[config.mk]
export PLATFORM = sky130hd
export DESIGN_NAME = rtpd_detector
export DESIGN_NICKNAME = d
export VERILOG_FILES = /design/src/rtpd_pkg.sv /design/src/rtpd_detector.sv
export SDC_FILE = /design/constraint.sdc
export NUM_CORES = 1
export LEC_CHECK = 0
export BUFFER_PORTS_ARGS = -buffer_cell sky130_fd_sc_hd__buf_4
export CORE_MARGIN = 5
export CORE_UTILIZATION = 53
export DETAILED_ROUTE_END_ITERATION = 10
export PLACE_DENSITY = 0.8
export SYNTH_ARGS = -nofsm -noshare
export SYNTH_HDL_FRONTEND = slang
export SYNTH_SLANG_ARGS = --single-unit
[constraint.sdc]
create_clock -name core_clk -period 4.7 [get_ports core_clk]
set_input_delay 0.47 -clock core_clk [delete_from_list [all_inputs] [get_ports core_clk]]
set_output_delay 0.47 -clock core_clk [all_outputs]
set_load 0.01 [all_outputs]
[src/rtpd_pkg.sv]
// Purpose: Constants for the receive test-pattern detector
// Assumes: 8-bit registers inside one framer register bank
// Notes:   Pattern codes follow the 4-bit pattern select field
// ============================================================
// Package
package rtpd_pkg;
  localparam logic [7:0] CTRL_ADDR      = 8'ha6;
  localparam logic [7:0] STATUS_ADDR    = 8'ha7;
  localparam logic [7:0] CTRL_RESET     = 8'h00;
  localparam logic [7:0] STATUS_RESET   = 8'h00;
  localparam int         INV_BIT        = 0;
  localparam int         EN_BIT         = 2;
  localparam int         UNF_BIT        = 3;
  localparam int         SEL_LSB        = 4;
  localparam int         ST_LOCK_BIT    = 0;
  localparam int         ST_ERR_BIT     = 1;
  localparam int         ST_FOUND_BIT   = 2;
  localparam int         LOCK_COUNT_DEF = 32;
  localparam int         QRSS_ZERO_RUN  = 14;
  localparam logic [3:0] SEL_MARK       = 4'h0;
  localparam logic [3:0] SEL_QRSS       = 4'h1;
  localparam logic [3:0] SEL_LAST_PRBS  = 4'hb;
  localparam logic [3:0] SEL_ALT        = 4'hc;
  typedef enum logic [2:0] {
    ST_IDLE   = 3'b001,
    ST_SEARCH = 3'b010,
    ST_LOCK   = 3'b100
  } rtpd_state_e;
endpackage : rtpd_pkg

[src/rtpd_detector.sv]
// Purpose: Receive test-pattern detector with control and status registers
// Assumes: Line bits arrive as strobes from framer logic on core_clk
// Notes:   Lock after LOCK_COUNT consecutive matching bits
//
// Behaviour
// - Control register resets to zero; detector idle, code 0000 (mark) selected.
// - Writing zero to control clears the status register.
// - Once locked, alignment holds and every differing bit is a bit error.
// - No realignment while locked until control cleared and reprogrammed.
// - Invert bit set makes the detector expect the inverted pattern.
// - Block select bit enables detection; clear means no detection.
// - Unframed search uses all bits; framed search uses payload bits only.
// - Upper four bits select the fixed or pseudo-random sequence.
// - One code expects continuous all-ones mark sequence.
// - Code 0001 expects QRSS from taps 17 and 20 with zero suppression.
module rtpd_detector
  import rtpd_pkg::*;
#(
  parameter int LOCK_COUNT = LOCK_COUNT_DEF
) (
  // Clock and reset
  input  wire logic       core_clk,
  input  wire logic       rst,
  // Register access
  input  wire logic       regWrEn,
  input  wire logic       regRdEn,
  input  wire logic [7:0] regAddr,
  input  wire logic [7:0] regWrData,
  output logic      [7:0] regRdData,
  // Received line bits
  input  wire logic       rxBit,
  input  wire logic       rxBitValid,
  input  wire logic       rxPayload,
  // Detector state
  output logic            patternLocked,
  output logic            bitErrorPulse
);

  // ============================================================
  // Parameter check
  generate
    if (LOCK_COUNT < 2 || LOCK_COUNT > 255) begin : g_bad_count
      $error("LOCK_COUNT must lie in 2..255");
    end
  endgenerate

  localparam logic [7:0] LOCK_LAST = 8'(LOCK_COUNT - 1);

  // ============================================================
  // Declarations
  logic [7:0]  ctrlReg;
  logic        statErrReg;
  logic        statFoundReg;
  rtpd_state_e stReg;
  rtpd_state_e stNext;
  logic [22:0] histReg;
  logic [7:0]  matchCntReg;
  logic [3:0]  sel;
  logic        ctrlWr;
  logic        clearWr;
  logic        useBit;
  logic        dataBit;
  logic        prbsBit;
  logic        expBit;
  logic        selValid;
  logic        match;
  logic        lockEvent;
  logic        errEvent;
  logic [4:0]  tapA;
  logic [4:0]  tapB;

  assign sel     = ctrlReg[SEL_LSB +: 4];
  assign ctrlWr  = regWrEn && regAddr == CTRL_ADDR;
  assign clearWr = ctrlWr && regWrData == CTRL_RESET;
  assign dataBit = rxBit ^ ctrlReg[INV_BIT];
  assign useBit  = rxBitValid && ctrlReg[EN_BIT] && stReg != ST_IDLE
                   && (ctrlReg[UNF_BIT] || rxPayload);
  assign match     = dataBit == expBit;
  assign lockEvent = stReg == ST_SEARCH && useBit && match && selValid
                     && matchCntReg == LOCK_LAST;
  assign errEvent  = stReg == ST_LOCK && useBit && !match;

  // ============================================================
  // Sequence taps per pattern code
  always_comb begin
    tapA     = 5'd1;
    tapB     = 5'd1;
    selValid = 1'b1;
    unique case (sel)
      4'h1:    begin tapA = 5'd17; tapB = 5'd20; end
      4'h2:    begin tapA = 5'd3;  tapB = 5'd5;  end
      4'h3:    begin tapA = 5'd1;  tapB = 5'd6;  end
      4'h4:    begin tapA = 5'd5;  tapB = 5'd9;  end
      4'h5:    begin tapA = 5'd4;  tapB = 5'd9;  end
      4'h6:    begin tapA = 5'd9;  tapB = 5'd11; end
      4'h7:    begin tapA = 5'd2;  tapB = 5'd11; end
      4'h8:    begin tapA = 5'd14; tapB = 5'd15; end
      4'h9:    begin tapA = 5'd3;  tapB = 5'd20; end
      4'ha:    begin tapA = 5'd17; tapB = 5'd20; end
      4'hb:    begin tapA = 5'd18; tapB = 5'd23; end
      4'h0, 4'hc: selValid = 1'b1;
      default: selValid = 1'b0;
    endcase
  end

  // Expected bit from the local generator state
  always_comb begin
    prbsBit = histReg[tapA - 5'd1] ^ histReg[tapB - 5'd1];
    if (sel == SEL_MARK) begin
      expBit = 1'b1;
    end else if (sel == SEL_ALT) begin
      expBit = ~histReg[0];
    end else if (sel == SEL_QRSS) begin
      expBit = prbsBit | (histReg[QRSS_ZERO_RUN-1:0] == '0);
    end else begin
      expBit = prbsBit;
    end
  end

  // ============================================================
  // Control register; bit 1 stored but unused
  always_ff @(posedge core_clk) begin
    if (rst) begin
      ctrlReg <= CTRL_RESET;
    end else if (ctrlWr) begin
      ctrlReg <= regWrData;
    end
  end

  // ============================================================
  // Alignment state
  always_comb begin
    stNext = stReg;
    unique case (stReg)
      ST_IDLE:   if (ctrlReg[EN_BIT] && !clearWr) stNext = ST_SEARCH;
      ST_SEARCH: if (clearWr) stNext = ST_IDLE;
                 else if (lockEvent) stNext = ST_LOCK;
      ST_LOCK:   if (clearWr) stNext = ST_IDLE;
      default:   stNext = ST_IDLE;
    endcase
  end

  always_ff @(posedge core_clk) begin
    if (rst) begin
      stReg         <= ST_IDLE;
      patternLocked <= 1'b0;
    end else begin
      stReg         <= stNext;
      patternLocked <= stNext == ST_LOCK;
    end
  end

  // Search follows the line; lock free-runs the generator
  always_ff @(posedge core_clk) begin
    if (rst) begin
      histReg <= '0;
    end else if (useBit) begin
      histReg <= {histReg[21:0],
                  stReg == ST_LOCK ? expBit : dataBit};
    end
  end

  always_ff @(posedge core_clk) begin
    if (rst || clearWr) begin
      matchCntReg <= '0;
    end else if (stReg == ST_SEARCH && useBit) begin
      matchCntReg <= match ? matchCntReg + 8'h01 : 8'h00;
    end
  end

  // ============================================================
  // Status flags; a set wins over the clear
  always_ff @(posedge core_clk) begin
    if (rst) begin
      statErrReg    <= 1'b0;
      statFoundReg  <= 1'b0;
      bitErrorPulse <= 1'b0;
    end else begin
      bitErrorPulse <= errEvent;
      statErrReg    <= errEvent || (statErrReg && !clearWr);
      statFoundReg  <= lockEvent || (statFoundReg && !clearWr);
    end
  end

  // Registered read data
  always_ff @(posedge core_clk) begin
    if (rst) begin
      regRdData <= 8'h00;
    end else if (regRdEn && regAddr == CTRL_ADDR) begin
      regRdData <= ctrlReg;
    end else if (regRdEn && regAddr == STATUS_ADDR) begin
      regRdData <= {5'h00, statFoundReg, statErrReg, patternLocked};
    end else begin
      regRdData <= 8'h00;
    end
  end
endmodule : rtpd_detector

Word level (Yosys, flattened, before mapping)
Cells that the tools add are included.

Register bits: 54. Input bits: 23. Output and inout port bits: 10. Logic and storage cells: 89.

Add/subtract/negate cells: 3. $lt $le $gt $ge: 2. Equal/unequal tests: 21. Multiplexer cells: 19. Bitwise operators: 4. Reductions and logical operators: 31.

Operator list (number): case mux 5 bit (8 select lines) (1); case mux 5 bit (7 select lines) (1); == test 4 bit (second input constant) (5); == test 4 x 3 -> 1 bit (second input constant) (4); == test 8 bit (second input constant) (2); logical AND 1 bit (16); 2-to-1 mux 8 bit (2); 2-to-1 mux 3 bit (5); logical NOT 14 bit (1); OR reduction 13 bit (1); less-than comparator 5 x 6 -> 1 bit (second input constant) (2); binary-select mux 1 bit (select 5 bit) (2); subtractor 5 x 1 -> 5 bit (second input constant) (2); case mux 3 bit (3 select lines) (1); adder 8 x 1 -> 8 bit (second input constant) (1); == test 4 x 2 -> 1 bit (second input constant) (2); == test 8 x 5 -> 1 bit (second input constant) (1); logical NOT 8 bit (1); OR reduction 2 bit (4); 2-to-1 mux 1 bit (7); == test 3 bit (second input constant) (2); == test 4 x 1 -> 1 bit (second input constant) (1); logical NOT 4 bit (1); logical OR 1 bit (4); other kinds (9) (11).

Depth between registers and ports, before layout
Depth in word-level cells: 19. Mapped depth: 19. Mapped depth without buffers: 14.

Worst setup path before layout
OpenSTA, ideal clock, no wires.

Kind: register to register. Start: reg ctrlReg[6]. End: reg stReg[1]. Setup time: 0.130 ns. Data arrival time: 3.713 ns. Data required time: 4.570 ns. Path slack: 0.856 ns. Stages on the path, launching flop included: 18. Path buffers: 4. Clock period less this slack: 3.844 ns. Path through: dfxtp_1 clkbuf_1 buf_2 clkbuf_1 nand2_1 nand2_1 a31oi_1 ha_1 clkbuf_1 o311a_1 and4_1 a31oi_1 a211o_1 a211oi_4 nor3b_2 nor3_4 nand4_2 nor4b_2.

Cells in the longest elaborated chain, start to end: 18. Elaborated cells on any way between the ends: 40. Those cells by class: add/sub: 2; eq/ne: 13; mux: 13; bitwise: 2; reduce/logical: 10.

Ends and longest elaborated chain: start: declaration (RTL line rtpd_detector.sv:51) `logic [7:0] ctrlReg;`; start signal: assignment (RTL line rtpd_detector.sv:126) `ctrlReg <= regWrData;`; == test 4 x 1 -> 1 bit (tied with other cells) (RTL line rtpd_detector.sv:89, rtpd_detector.sv:113); OR reduction 3 bit (no line) or OR reduction 2 bit (tied branches); case mux 5 bit (7 select lines) or case mux 5 bit (8 select lines) (tied branches) (RTL line rtpd_detector.sv:89) `unique case (sel)`; subtractor 5 x 1 -> 5 bit (RTL line rtpd_detector.sv:108) `prbsBit = histReg[tapA - 5'd1] ^ histReg[tapB - 5'd1];`; binary-select mux 1 bit (select 5 bit) (RTL line rtpd_detector.sv:108); 2-to-1 mux 1 bit (implied by the code) (RTL line rtpd_detector.sv:108); XOR 1 bit (RTL line rtpd_detector.sv:108); bitwise OR 1 bit (RTL line rtpd_detector.sv:114) `expBit = prbsBit | (histReg[QRSS_ZERO_RUN-1:0] == '0);`; [... 2 more ...]; 2-to-1 mux 1 bit (RTL line rtpd_detector.sv:109) `if (sel == SEL_MARK) begin`; == test 1 bit (RTL line rtpd_detector.sv:78) `assign match = dataBit == expBit;`; logical AND 1 bit (RTL line rtpd_detector.sv:79) `assign lockEvent = stReg == ST_SEARCH && useBit && match && selValid`; logical AND 1 bit (*) (RTL line rtpd_detector.sv:79); logical AND 1 bit (*) (RTL line rtpd_detector.sv:80) `&& matchCntReg == LOCK_LAST;`; 2-to-1 mux 3 bit (*) (RTL line rtpd_detector.sv:137) `else if (lockEvent) stNext = ST_LOCK;`; 2-to-1 mux 3 bit (*) (RTL line rtpd_detector.sv:136) `ST_SEARCH: if (clearWr) stNext = ST_IDLE;`; case mux 3 bit (3 select lines) (*) (RTL line rtpd_detector.sv:134) `unique case (stReg)`; end signal: assignment (RTL line rtpd_detector.sv:148) `stReg <= stNext;`; end: declaration (RTL line rtpd_detector.sv:54) `rtpd_state_e stReg;`.

Every way passes the cells marked *; elsewhere a longest branch is shown, timed or not. The select of a mux whose other input is x is not followed. A chain may end at the register's enable or synchronous reset.

Worst setup path in the final report
Start: reg ctrlReg[4]. End: reg stReg[1].

The elaborated chain is that of the path after synthesis.

==> summary.txt <==
Synthesis
  – Ys flop type: dfxtp_1
  – Distinct cells, synth: 73
  – FFs w/ async S/R, synth: 0%
  – Seq/Total Area, Yosys: 31.0%
  – Post-synthesis instance area: 3490 sq um
  – Register bit total from synthesis: 54
  – EDFF count, synth: 0
  – Yosys Warn Count: 0
  – Syn_nets: 477
  – Gate Count Post-Synth: 451
  – Post-synthesis average cell area: 7.74 sq um

STA
  – # setup viols final: 0
  – Final Cycle Share: 91.4%
  – Slew headroom: 58.1%
  – Minimum clock period: 4300 ps
  – WHS: 393 ps
  – Clock Skew: 13.7 ps
  – Pins Over Slew Limit: 0
  – Final setup TNS: 0 ps
  – Final hold vios: 0
  – Worst-Margin Slew: 627 ps
  – F_max: 233 MHz
  – RSZ-0062 raised after global routing: no

Placed design
  – Hpwl dp: 6.85 mm
  – Port Buffers: 32
  – RD Place Congestion: 0.979

Cells and area
  – N_diodes: 0
  – # nets final: 490
  – Register area: 1080 sq um
  – Post-Route Utilization: 60.3%
  – Area of the multi-input gates: 2220 sq um
  – Area Growth Syn to Fin: 10.4%
  – Commonest non-fill, non-tap cell in the layout: nand2_1
  – Most frequent cells in the layout: nand2_1 (69), dfxtp_1 (53), a21oi_1 (47)
  – Share of layout cells above drive strength 1: 16.3%
  – Fillers: 565

Setup path
  – Arr. time, crit path: 4500 ps
  – Worst setup SP type: register
  – Flop-to-flop setup slack: 400 ps
  – Reg-to-Reg Start: ctrlReg[4]
  – Worst Setup End Kind: register
  – CP startpoint: ctrlReg[4]
  – Critical path class: register to register
  – CP required: 4910 ps
  – Worst-path fanout max: 18

Routing
  – DRC: 0
  – Vias: 3405
  – Post-route antenna net violation count: 0
  – First DRT Iteration DRCs: 350
  – First-pass DRT Iterations: 5
  – Wirelength, routed: 9.30 mm
  – WL/cell: 17.2 um
  – Avg Vias per Cell: 6.28

Power and ir drop
  – Flop pwr share: 59.1%
  – Peak VDD IR: 175 uV
  – Clock share of power: 36.4%
  – Comb power frac: 4.5%
  – Net Sw Frac: 22.9%
  – Switching power total: 0.177 mW
  – Leakage: 1.33 nW
  – PwrDens: 201 nW/um^2
  – P_int: 0.596 mW
  – Power after layout: 0.774 mW

Floorplanning
  – Die height: 91.1 um
  – I/O Pins: 33
  – Initial Utilization: 54.6%
  – Die area: 8310 sq um
  – Num rows: 29
  – Core ar.: 6390 sq um
  – Die width: 91.1 um

Hold path
  – HP Start: regWrData[5]
  – HP Class: input port to register

GRT
  – Overall routing resource usage: 22.4%
  – First-pass GRT wire length: 15.5 mm
  – Initial antenna violation count: 0
  – Largest net degree at the start of global routing: 38
  – Grt ovf: 0
  – Via count of the first global-routing pass: 3098

Job
  – Max-cap check violation count: 0

Clock network
  – CTS H-tree depth: 2
  – Skew-Pair Late Insertion Delay: 310 ps
  – Maximum clock insertion buffer count: 2
  – Clk pin slew, worst setup/hold paths: 110 ps
  – Num CTS Buffers: 5
  – CTS tree: yes
  – Clk sinks: 54
  – Root buffer cell: clkbuf_8
  – Cts hold-fix bufs: 0

Run status
  – Outcome: completed
-- sequential cells by signal (all words and copies together), names as in the netlist --
name and count:
histReg 23, regRdData 8, stReg 3, matchCntReg 8, bitErrorPulse 1, statFoundReg 1
ctrlReg 8, patternLocked 1, statErrReg 1
-- power groups by stage --
stage          Clock (mW)  Sequential (mW)  Combinational (mW)
2_1_floorplan           0            0.468              0.0171
3_3_place_gp            0            0.468              0.0334
3_5_place_dp            0            0.468              0.0342
4_1_cts             0.286            0.458              0.0342
5_1_grt             0.314            0.458              0.0370
6_report            0.282            0.458              0.0345
-- cells by family after synthesis --
family / synth area share [%]
mux: 8.64
simple gates: 29.3
flops: 31.0
buf+inv: 5.31
xor+xnor: 1.00
compound gates: 23.7
fa+ha+maj: 1.08
-- cell usage after synthesis (2+ instances only) --
| cell type | count | area share (%) |
|---|---|---|
| xor2_1 | 2 | 0.50 |
| clkbuf_1 | 25 | 2.7 |
| o22ai_1 | 10 | 1.8 |
| dfxtp_1 | 54 | 31 |
| a221o_1 | 2 | 0.57 |
| o21ai_0 | 9 | 1.3 |
| nor4_1 | 7 | 1.3 |
| nand3_1 | 8 | 1.1 |
| or3_1 | 4 | 0.72 |
| and4_1 | 2 | 0.50 |
| inv_1 | 8 | 0.86 |
| and2_1 | 6 | 1.1 |
| nor2b_1 | 7 | 1.3 |
| nand4_1 | 2 | 0.36 |
| a221oi_1 | 3 | 0.75 |
| nand2_1 | 69 | 7.4 |
| nand3b_1 | 4 | 0.86 |
| nand2b_1 | 11 | 2.0 |
| mux4_2 | 3 | 1.9 |
| ha_1 | 3 | 1.1 |
| nor3b_1 | 4 | 0.86 |
| a22o_1 | 3 | 0.75 |
| xnor2_1 | 2 | 0.50 |
| o211a_1 | 2 | 0.57 |
| o22a_1 | 3 | 0.75 |
| a31o_2 | 2 | 0.50 |
| a22oi_1 | 2 | 0.43 |
| o211ai_1 | 6 | 1.3 |
| a211oi_1 | 5 | 1.1 |
| nor2_1 | 37 | 4.0 |
| or3b_2 | 3 | 0.75 |
| buf_2 | 7 | 1.0 |
| a31oi_1 | 7 | 1.3 |
| buf_1 | 4 | 0.43 |
| nand4b_1 | 2 | 0.50 |
| or2_2 | 4 | 0.72 |
| nor3_1 | 12 | 1.7 |
| and3_1 | 5 | 0.90 |
| mux2i_1 | 20 | 5.7 |
| a21oi_1 | 47 | 6.7 |
| a2111oi_0 | 3 | 0.75 |
-- layout make-up --
cell class / instances / share of cell area (%)
multi-input combinational: 352 / 57.7
sequential: 54 / 28.1
timing repair buffer: 43 / 8.38
tap: 77 / 2.50
clock buffer: 6 / 2.14
inverter: 8 / 0.779
clock inverter: 2 / 0.422
-- final timing paths --
check                 endpoint  cells past startpoint
hold reg to reg   statFoundReg                      2
setup / recovery      stReg[1]                     13
setup reg to reg      stReg[1]                     13
hold / removal      ctrlReg[5]                      3
-- metrics by stage --
step                      cell area (sq um)  cells  setup WS, ps
after CTS                              3850    542           399
final                                  3850    542           403
after global routing                   3850    542           122
after floorplan                        3490    451           856
after global placement                 3750    534           557
after detailed placement               3750    534           438
-- layer usage --
metal | up-vias | share of wire, % | track usage, %
li1 | 1667 | - | -
met1 | 1618 | 44 | 30.5
met2 | 107 | 49 | 36.8
met3 | 13 | 5.6 | 3.31
met4 | 0 | 1.3 | 6.36
met5 | - | 0 | 0
-- timing repair --
action,CTS,global route
endpoints found under the hold margin,0,0
endpoints found under the setup margin,0,2
gates resized for setup,0,1
buffers inserted,0,0
-- worst max-delay path, stage by stage (launching register included) --
cell	delay, ps
dfxtp_1	740
nor2b_1	200
buf_4	170
a22o_1	300
ha_1	560
nand3_1	230
nand2_1	200
a31oi_1	130
a211o_1	350
a211oi_4	380
nor3b_2	110
nor3_4	400
nand4_2	190
nor4b_2	210
Power figures use the tool's default switching activity.
